`config.mk`:
```
export PLATFORM = sky130hd
export DESIGN_NAME = cpurf_core
export DESIGN_NICKNAME = d
export VERILOG_FILES = /design/src/hdl/cpurf_pkg.sv /design/src/hdl/cpurf_core.sv
export SDC_FILE = /design/constraint.sdc
export NUM_CORES = 1
export LEC_CHECK = 0
export BUFFER_PORTS_ARGS = -buffer_cell sky130_fd_sc_hd__buf_2
export CORE_ASPECT_RATIO = 0.7
export CORE_MARGIN = 2
export CORE_UTILIZATION = 35
export CTS_CLUSTER_SIZE = 8
export DETAILED_ROUTE_END_ITERATION = 10
export SYNTH_ARGS = -nofsm -noshare
export SYNTH_HDL_FRONTEND = slang
export SYNTH_SLANG_ARGS = --single-unit
```
`constraint.sdc`:
```
create_clock -name clk -period 7.95 [get_ports clk]
set_input_delay 0.795 -clock clk [delete_from_list [all_inputs] [get_ports clk]]
set_output_delay 0.795 -clock clk [all_outputs]
set_load 0.005 [all_outputs]
```
`src/hdl/cpurf_pkg.sv`:
```
// constants and types shared by the register file and pointer guard block
package cpurf_pkg;
  // ==========================================================
  // register file geometry and pointer pairs
  localparam int          NUM_REGS     = 32;
  localparam int          RF_AW        = 5;
  localparam logic [4:0]  X_LO_IDX     = 5'h1A;
  localparam logic [4:0]  Y_LO_IDX     = 5'h1C;
  localparam logic [4:0]  Z_LO_IDX     = 5'h1E;
  localparam logic [1:0]  SEL_X        = 2'h0;
  localparam logic [1:0]  SEL_Y        = 2'h1;
  localparam logic [1:0]  SEL_Z        = 2'h2;
  // ==========================================================
  // register bus map (byte offsets)
  localparam logic [7:0]  OFS_GUARD    = 8'h04;
  localparam logic [7:0]  OFS_DIR_EXT  = 8'h08;
  localparam logic [7:0]  OFS_X_EXT    = 8'h09;
  localparam logic [7:0]  OFS_Y_EXT    = 8'h0A;
  localparam logic [7:0]  OFS_Z_EXT    = 8'h0B;
  localparam logic [7:0]  OFS_JMP_EXT  = 8'h0C;
  localparam logic [7:0]  OFS_TEMP0    = 8'h10;
  localparam logic [7:0]  OFS_TEMP1    = 8'h11;
  localparam logic [7:0]  OFS_TEMP2    = 8'h12;
  localparam logic [7:0]  OFS_WIDE_B0  = 8'h14;
  localparam logic [7:0]  OFS_WIDE_B1  = 8'h15;
  localparam logic [7:0]  OFS_WIDE_B2  = 8'h16;
  localparam logic [7:0]  OFS_WIDE_B3  = 8'h17;
  localparam logic [7:0]  OFS_HALF_LO  = 8'h18;
  localparam logic [7:0]  OFS_HALF_HI  = 8'h19;
  localparam logic [7:0]  OFS_PROT     = 8'h1C;
  // ==========================================================
  // change guard
  localparam logic [7:0]  SIG_STORE_LOAD = 8'h9D;
  localparam logic [7:0]  SIG_IO         = 8'hD8;
  localparam logic [2:0]  GUARD_CYCLES   = 3'h4;
  localparam int          GUARD_IO_BIT   = 0;
  localparam int          GUARD_SL_BIT   = 1;
  localparam int          PROT_CE_BIT    = 0;
  localparam logic [7:0]  RST_BYTE       = 8'h00;
  typedef enum logic [1:0] {GUARD_CLOSED, GUARD_IO, GUARD_SL} cpurf_guard_type;
  typedef enum logic [1:0] {PTR_NONE, PTR_DISP, PTR_POSTINC, PTR_PREDEC} cpurf_ptr_op_type;
endpackage : cpurf_pkg

```
`src/hdl/cpurf_core.sv`:
```
// working register file, pointer extensions, staged wide access and change guard
// ==========================================================
//
// The strobed register port and the placing of the registers were left to the implementer.
module cpurf_core #(
  parameter int EXT_BITS = 8
) (
  input  wire logic        clk,
  input  wire logic        rst_n,
  input  wire logic [7:0]  bus_addr,
  input  wire logic [7:0]  bus_wdata,
  input  wire logic        bus_wr,
  input  wire logic        bus_rd,
  input  wire logic        bus_from_dma,
  output logic      [7:0]  bus_rdata,
  input  wire logic        cpu_mem_wr,
  input  wire logic        exec_prog_store,
  input  wire logic        exec_prog_load,
  input  wire logic        exec_sleep,
  input  wire logic [4:0]  rf_rd_a_addr,
  input  wire logic [4:0]  rf_rd_b_addr,
  output logic      [7:0]  rf_rd_a,
  output logic      [7:0]  rf_rd_b,
  output logic      [15:0] rf_rd_w,
  input  wire logic        rf_wr8,
  input  wire logic        rf_wr16,
  input  wire logic [4:0]  rf_wr_addr,
  input  wire logic [15:0] rf_wr_data,
  input  wire logic [1:0]  ptr_sel,
  input  wire logic [1:0]  ptr_op,
  input  wire logic [5:0]  ptr_disp,
  output logic      [23:0] ptr_addr,
  input  wire logic [15:0] direct_operand,
  output logic      [23:0] direct_addr,
  input  wire logic        prog_ext,
  output logic      [23:0] prog_addr,
  output logic      [23:0] jump_addr,
  output logic             guard_irq_hold,
  output logic             prot_instr_grant,
  output logic      [7:0]  prot_setting
);
  // ==========================================================
  // helpers
  localparam logic [7:0] EXT_MASK = 8'(9'h0FF >> (8 - EXT_BITS));

  function automatic logic [4:0] pair_lo(input logic [1:0] sel);
    case (sel)
      cpurf_pkg::SEL_X: pair_lo = cpurf_pkg::X_LO_IDX;
      cpurf_pkg::SEL_Y: pair_lo = cpurf_pkg::Y_LO_IDX;
      default:          pair_lo = cpurf_pkg::Z_LO_IDX;
    endcase
  endfunction : pair_lo

  logic [7:0]  rf_r [cpurf_pkg::NUM_REGS];
  logic [7:0]  dir_ext_r, x_ext_r, y_ext_r, z_ext_r, jmp_ext_r;
  logic [7:0]  temp_r [3];
  logic [31:0] wide_r;
  logic [15:0] half_r;
  logic [7:0]  prot_r;
  logic [7:0]  rdata_r;
  cpurf_pkg::cpurf_guard_type guard_r;
  logic [2:0]  guard_cnt_r;
  cpurf_pkg::cpurf_ptr_op_type op;
  logic [15:0] x_ptr, y_ptr, z_ptr, sel_ptr, ptr_new;
  logic [7:0]  sel_ext;
  logic [4:0]  sel_lo;
  logic        cpu_wr, io_open, sl_open;

  assign op      = cpurf_pkg::cpurf_ptr_op_type'(ptr_op);
  assign cpu_wr  = bus_wr && !bus_from_dma;
  assign io_open = (guard_r == cpurf_pkg::GUARD_IO);
  assign sl_open = (guard_r == cpurf_pkg::GUARD_SL);

  // ==========================================================
  // working registers
  assign x_ptr = {rf_r[cpurf_pkg::X_LO_IDX + 5'h01], rf_r[cpurf_pkg::X_LO_IDX]};
  assign y_ptr = {rf_r[cpurf_pkg::Y_LO_IDX + 5'h01], rf_r[cpurf_pkg::Y_LO_IDX]};
  assign z_ptr = {rf_r[cpurf_pkg::Z_LO_IDX + 5'h01], rf_r[cpurf_pkg::Z_LO_IDX]};
  assign sel_lo = pair_lo(ptr_sel);
  assign sel_ptr = {rf_r[sel_lo + 5'h01], rf_r[sel_lo]};

  // operand ports; 16-bit read takes the even/odd pair around port a
  assign rf_rd_a = rf_r[rf_rd_a_addr];
  assign rf_rd_b = rf_r[rf_rd_b_addr];
  assign rf_rd_w = {rf_r[{rf_rd_a_addr[4:1], 1'b1}], rf_r[{rf_rd_a_addr[4:1], 1'b0}]};

  always_comb begin
    case (op)
      cpurf_pkg::PTR_POSTINC: ptr_new = sel_ptr + 16'h0001;
      cpurf_pkg::PTR_PREDEC:  ptr_new = sel_ptr - 16'h0001;
      default:                ptr_new = sel_ptr;
    endcase
  end

  // bus writes never touch this array: own address space
  // pointer writeback is applied last so it wins over a result write to its pair
  always_ff @(posedge clk or negedge rst_n) begin
    if (!rst_n) begin
      for (int i = 0; i < cpurf_pkg::NUM_REGS; i++) begin
        rf_r[i] <= cpurf_pkg::RST_BYTE;
      end
    end else begin
      if (rf_wr8 || rf_wr16) begin
        rf_r[rf_wr16 ? {rf_wr_addr[4:1], 1'b0} : rf_wr_addr] <= rf_wr_data[7:0];
      end
      if (rf_wr16) begin
        rf_r[{rf_wr_addr[4:1], 1'b1}] <= rf_wr_data[15:8];
      end
      if (op == cpurf_pkg::PTR_POSTINC || op == cpurf_pkg::PTR_PREDEC) begin
        rf_r[sel_lo]         <= ptr_new[7:0];
        rf_r[sel_lo + 5'h01] <= ptr_new[15:8];
      end
    end
  end

  // ==========================================================
  // address formation
  always_comb begin
    case (ptr_sel)
      cpurf_pkg::SEL_X: sel_ext = x_ext_r;
      cpurf_pkg::SEL_Y: sel_ext = y_ext_r;
      default:          sel_ext = z_ext_r;
    endcase
  end

  always_comb begin
    case (op)
      cpurf_pkg::PTR_DISP:   ptr_addr = {sel_ext, sel_ptr + {10'h000, ptr_disp}};
      cpurf_pkg::PTR_PREDEC: ptr_addr = {sel_ext, ptr_new};
      default:               ptr_addr = {sel_ext, sel_ptr};
    endcase
  end

  assign direct_addr = {dir_ext_r, direct_operand};
  assign prog_addr   = {prog_ext ? z_ext_r : 8'h00, z_ptr};
  assign jump_addr   = {jmp_ext_r, z_ptr};

  // ==========================================================
  // extension bytes; unimplemented bits stay zero
  always_ff @(posedge clk or negedge rst_n) begin
    if (!rst_n) begin
      dir_ext_r <= cpurf_pkg::RST_BYTE;
      x_ext_r   <= cpurf_pkg::RST_BYTE;
      y_ext_r   <= cpurf_pkg::RST_BYTE;
      z_ext_r   <= cpurf_pkg::RST_BYTE;
      jmp_ext_r <= cpurf_pkg::RST_BYTE;
    end else if (bus_wr) begin
      case (bus_addr)
        cpurf_pkg::OFS_DIR_EXT: dir_ext_r <= bus_wdata & EXT_MASK;
        cpurf_pkg::OFS_X_EXT:   x_ext_r   <= bus_wdata & EXT_MASK;
        cpurf_pkg::OFS_Y_EXT:   y_ext_r   <= bus_wdata & EXT_MASK;
        cpurf_pkg::OFS_Z_EXT:   z_ext_r   <= bus_wdata & EXT_MASK;
        cpurf_pkg::OFS_JMP_EXT: jmp_ext_r <= bus_wdata & EXT_MASK;
        default: ;
      endcase
    end
  end

  // ==========================================================
  // staged multi-byte access; temps are shared, so an interleaved
  // access from an interrupt handler corrupts a half-done sequence
  always_ff @(posedge clk or negedge rst_n) begin
    if (!rst_n) begin
      temp_r[0] <= cpurf_pkg::RST_BYTE;
      temp_r[1] <= cpurf_pkg::RST_BYTE;
      temp_r[2] <= cpurf_pkg::RST_BYTE;
    end else if (bus_wr) begin
      case (bus_addr)
        cpurf_pkg::OFS_TEMP0, cpurf_pkg::OFS_WIDE_B0,
        cpurf_pkg::OFS_HALF_LO: temp_r[0] <= bus_wdata;
        cpurf_pkg::OFS_TEMP1, cpurf_pkg::OFS_WIDE_B1: temp_r[1] <= bus_wdata;
        cpurf_pkg::OFS_TEMP2, cpurf_pkg::OFS_WIDE_B2: temp_r[2] <= bus_wdata;
        default: ;
      endcase
    end else if (bus_rd) begin
      if (bus_addr == cpurf_pkg::OFS_HALF_LO) begin
        temp_r[0] <= half_r[15:8];
      end else if (bus_addr == cpurf_pkg::OFS_WIDE_B0) begin
        temp_r[0] <= wide_r[15:8];
        temp_r[1] <= wide_r[23:16];
        temp_r[2] <= wide_r[31:24];
      end
    end
  end

  // wide register free-runs so that a torn read would be visible
  always_ff @(posedge clk or negedge rst_n) begin
    if (!rst_n) begin
      wide_r <= 32'h0000_0000;
    end else if (bus_wr && bus_addr == cpurf_pkg::OFS_WIDE_B3) begin
      wide_r <= {bus_wdata, temp_r[2], temp_r[1], temp_r[0]};
    end else begin
      wide_r <= wide_r + 32'h0000_0001;
    end
  end

  always_ff @(posedge clk or negedge rst_n) begin
    if (!rst_n) begin
      half_r <= 16'h0000;
    end else if (bus_wr && bus_addr == cpurf_pkg::OFS_HALF_HI) begin
      half_r <= {bus_wdata, temp_r[0]};
    end
  end

  // ==========================================================
  // change guard
  always_ff @(posedge clk or negedge rst_n) begin
    if (!rst_n) begin
      guard_r     <= cpurf_pkg::GUARD_CLOSED;
      guard_cnt_r <= 3'h0;
    end else if (cpu_wr && bus_addr == cpurf_pkg::OFS_GUARD) begin
      guard_cnt_r <= cpurf_pkg::GUARD_CYCLES;
      if (bus_wdata == cpurf_pkg::SIG_IO) begin
        guard_r <= cpurf_pkg::GUARD_IO;
      end else if (bus_wdata == cpurf_pkg::SIG_STORE_LOAD) begin
        guard_r <= cpurf_pkg::GUARD_SL;
      end else begin
        guard_r <= cpurf_pkg::GUARD_CLOSED;
      end
    end else if (io_open && (cpu_wr || cpu_mem_wr || exec_prog_store
                             || exec_prog_load || exec_sleep)) begin
      guard_r <= cpurf_pkg::GUARD_CLOSED;
    end else if (sl_open && (cpu_wr || cpu_mem_wr || exec_sleep
                             || exec_prog_store || exec_prog_load)) begin
      guard_r <= cpurf_pkg::GUARD_CLOSED;
    end else if (guard_r != cpurf_pkg::GUARD_CLOSED) begin
      // dma traffic does not enter this count
      guard_cnt_r <= guard_cnt_r - 3'h1;
      if (guard_cnt_r == 3'h1) begin
        guard_r <= cpurf_pkg::GUARD_CLOSED;
      end
    end
  end

  assign guard_irq_hold   = io_open || sl_open;
  assign prot_instr_grant = sl_open && (exec_prog_store || exec_prog_load);

  // protected setting: cpu only, inside io window, change enable set
  always_ff @(posedge clk or negedge rst_n) begin
    if (!rst_n) begin
      prot_r <= cpurf_pkg::RST_BYTE;
    end else if (cpu_wr && io_open && bus_addr == cpurf_pkg::OFS_PROT
                 && bus_wdata[cpurf_pkg::PROT_CE_BIT]) begin
      prot_r <= bus_wdata;
    end
  end
  assign prot_setting = prot_r;

  // ==========================================================
  // read port; unmapped offsets answer zero
  always_ff @(posedge clk or negedge rst_n) begin
    if (!rst_n) begin
      rdata_r <= cpurf_pkg::RST_BYTE;
    end else if (bus_rd) begin
      case (bus_addr)
        cpurf_pkg::OFS_GUARD:   rdata_r <= {6'h00, sl_open, io_open};
        cpurf_pkg::OFS_DIR_EXT: rdata_r <= dir_ext_r;
        cpurf_pkg::OFS_X_EXT:   rdata_r <= x_ext_r;
        cpurf_pkg::OFS_Y_EXT:   rdata_r <= y_ext_r;
        cpurf_pkg::OFS_Z_EXT:   rdata_r <= z_ext_r;
        cpurf_pkg::OFS_JMP_EXT: rdata_r <= jmp_ext_r;
        cpurf_pkg::OFS_TEMP0:   rdata_r <= temp_r[0];
        cpurf_pkg::OFS_TEMP1:   rdata_r <= temp_r[1];
        cpurf_pkg::OFS_TEMP2:   rdata_r <= temp_r[2];
        cpurf_pkg::OFS_WIDE_B0: rdata_r <= wide_r[7:0];
        cpurf_pkg::OFS_WIDE_B1: rdata_r <= temp_r[0];
        cpurf_pkg::OFS_WIDE_B2: rdata_r <= temp_r[1];
        cpurf_pkg::OFS_WIDE_B3: rdata_r <= temp_r[2];
        cpurf_pkg::OFS_HALF_LO: rdata_r <= half_r[7:0];
        cpurf_pkg::OFS_HALF_HI: rdata_r <= temp_r[0];
        cpurf_pkg::OFS_PROT:    rdata_r <= prot_r;
        default:                rdata_r <= cpurf_pkg::RST_BYTE;
      endcase
    end
  end
  assign bus_rdata = rdata_r;
endmodule : cpurf_core

```
==> impl_metrics.toml <==
[floorplan]
die_width_um = 326.6
die-height_um = 229.8
initial_utilization_pct = 35.49
rows = 82
dieArea_um2 = 75040
io_pins = 231
core_area_um2 = 71820

[critical_path]
crit_path_frequent_cell = "buf_2"
end_kind = "output pin"
crit_type = "in2out"
rrSetupSlack_ns = 4.42
cp_max_fo = 29
worstReg2RegStart = "rf_r[40]$_DFF_PN0_"
critPathSlowestCell = "inv_1"
path_cells = "buf_2 > nand2_1 > inv_1 > ha_1 > and3b_1 > a221oi_4 > o21ai_1 > a21oi_1 > o31ai_1 > xnor2_1 > o221ai_1 > buf_2"
critPathMaxStageDelay_ns = 0.67
r2r_end = "rf_r[20]$_DFF_PN0_"
worstPathArrival_ns = 4.62
cp_data_required_time_ns = 7.15
cp-start-kind = "input pin"
rr_worst_depth = 11

[route]
avgRoutedWirePerCell_um = 25.73
via_count = 19840
vias_per_cell = 5.953
first_iter_violations = 2232
drc_errors = 0
finalWirelength_mm = 85.76
drtPass1Iterations = 6
final_antenna_net_count = 0

[sta]
final-hold-violation-count = 0
tightest_slew_ns = 1.193
finalSetupViolations = 0
fin_skew_ns = 0.03757
finalMaxSlewViolations = 0
final.setup.tns_ns = 0
achievable-frequency_mhz = 184.7
rsz0062_at_grt = "no"
period_minus_slack_ns = 5.414
fin_crit_sh_pct = 68.09
slew_headroom_pct = 20.30

[pwr]
p_leak_nw = 11.95
cellPowerDensity_nw_per_um2 = 261.7
peakVddDrop_mv = 0.1424

[yosys]
synth_most_common_cell = "dfrtp_1"
yosysTopAreaCellShare_pct = 38.19
async_flop_share_pct = 100.0
yosys_warnings = 0
yosysUniqueCellTypes = 79
synth-edff-count = 0
netlist_area_um2 = 25490
synth_area_leaders = "dfrtp_1, mux4_2, mux2i_1"
ys_seq_area_share_pct = 38.19
synth-seq-cells = 389
syn_nets = 2441
synth_common_cells = "dfrtp_1, nand2_1, mux2i_1"
avgSynthCellArea_um2 = 10.95
synth_area_leader_cell = "dfrtp_1"
ys.flop_type = "dfrtp_1"
netlist_instances = 2327

[grt]
grt_pass1_wl_mm = 128.9
grt_start_max_net_pins = 161
overflow = 0
antenna_found_initial = 12
grt_usage_pct = 22.55
first_global_vias = 19620

[cts]
cts_root_buffer = "clkbuf_16"
cts_setup_buffers = 0
htreeDepth = 2
clock_path_buffers = 3
clock_latency_ns = 0.63
cts_tree = "done"
cts_buffers = 54
cts.sinks = 389
clkTransAtPathRegs_ns = 0.05
cts_resized = 0
holdBufCountCts = 0

[layout]
drive_gt1_share_pct = 28.43
areaGrowthSynthToFinish_pct = 10.27
fin_util_pct = 39.14
final_nets = 2478
diodes = 0

[placed_design]
place.gp.congestion = 0.9098
dpl.hpwl_mm = 60.03
port_buffers = 198

[outcome]
status = "finished clean"

[min_path]
hold_class = "in2async"

[run]
maxCapViolCount = 0
==> worst max-delay path: cells and delay by family <==
| kind | cells | cell delay (ns) |
|---|---|---|
| buf+inv | 3 | 1.28 |
| fa+ha+maj | 1 | 0.45 |
| xor+xnor | 1 | 0.36 |
| simple gates | 2 | 0.58 |
| compound gates | 5 | 1.13 |
==> cells by family after synthesis <==
family	count (synthesis)	synth area share (%)
flip-flops	389	38.19
AND/OR/NAND/NOR	540	10.03
adder cells (fa/ha/maj)	29	1.482
XOR/XNOR	52	1.787
multiplexers	585	32.56
buffers and inverters	256	4.908
AO/OA/AOI/OAI	476	11.04
==> layout by cell type, fill, tap and decap left out, types with 7 or more instances in the layout <==
| master | synthesis | routed |
|---|---|---|
| o22ai_1 | 10 | 10 |
| mux2i_1 | 219 | 219 |
| nor2_2 | 10 | 10 |
| inv_1 | 25 | 25 |
| nor2b_1 | 15 | 15 |
| mux2_2 | 187 | 187 |
| nand2_1 | 241 | 241 |
| and2_1 | 16 | 16 |
| o21ai_0 | 159 | 159 |
| a22oi_1 | 18 | 18 |
| buf_2 | 25 | 194 |
| buf_4 | 59 | 13 |
| a211oi_1 | 14 | 14 |
| clkbuf_16 | 0 | 55 |
| mux4_2 | 176 | 176 |
| xnor2_1 | 27 | 27 |
| xor2_1 | 25 | 25 |
| o21ai_1 | 11 | 11 |
| ha_1 | 27 | 27 |
| nor3_1 | 13 | 13 |
| dfrtp_1 | 389 | 389 |
| and3_1 | 14 | 14 |
| nor2_1 | 129 | 129 |
| o21a_1 | 9 | 9 |
| o31ai_1 | 7 | 7 |
| o211ai_1 | 26 | 26 |
| nand2b_1 | 13 | 13 |
| a21oi_1 | 164 | 164 |
| nand3_1 | 36 | 36 |
| o221ai_1 | 11 | 11 |
==> worst max path at each step <==
stage,startpoint,endpoint,slack (ns),cells past startpoint
2_1_floorplan,ptr_sel[1],ptr_addr[12],3.51,14
3_3_place_gp,ptr_op[1],ptr_addr[13],2.75,12
3_5_place_dp,ptr_op[1],ptr_addr[13],2.63,12
4_1_cts,ptr_op[1],ptr_addr[13],2.62,12
5_1_grt,ptr_op[1],ptr_addr[13],2.36,12
6_report,ptr_op[1],ptr_addr[13],2.54,12
==> metal layers <==
metal | routed length (um) | vias to the layer above | global-route usage [%]
met1 | 36910 | 10130 | 31.43
met4 | 2690 | 14 | 7.311
li1 | - | 8643 | -
met2 | 37960 | 893 | 33.66
met3 | 8103 | 166 | 6.487
met5 | 92 | - | 0
==> through the flow <==
step / instances / hold WS (ns) / setup WS, ns / area (um2) / total power, W
floorplan: 2327 / 0.4577 / 3.512 / 25490 / 0.004443
global placement: 3274 / 0.4709 / 2.749 / 26690 / 0.005175
detailed placement: 3274 / 0.4822 / 2.629 / 26690 / 0.005252
CTS: 3333 / 0.1554 / 2.618 / 28110 / 0.007382
global route: 3333 / 0.1749 / 2.355 / 28110 / 0.007725
finish: 3333 / 0.1253 / 2.537 / 28110 / 0.007356
==> area by class of cell <==
type / instances / area [um2]
clock inverter: 2 / 28.78
inverter: 26 / 97.59
tap: 966 / 1209
sequential: 389 / 9734
multi-input combinational: 1682 / 14510
fill: 6963 / 43710
timing repair buffer: 211 / 1135
clock buffer: 57 / 1394
==> power breakdown <==
part / switching [W] / internal (W)
logic: 0.00113 / 0.00116
clock network: 0.000888 / 0.00122
registers: 0.000543 / 0.00241
Note: power is estimated with default switching activity, not from simulation.
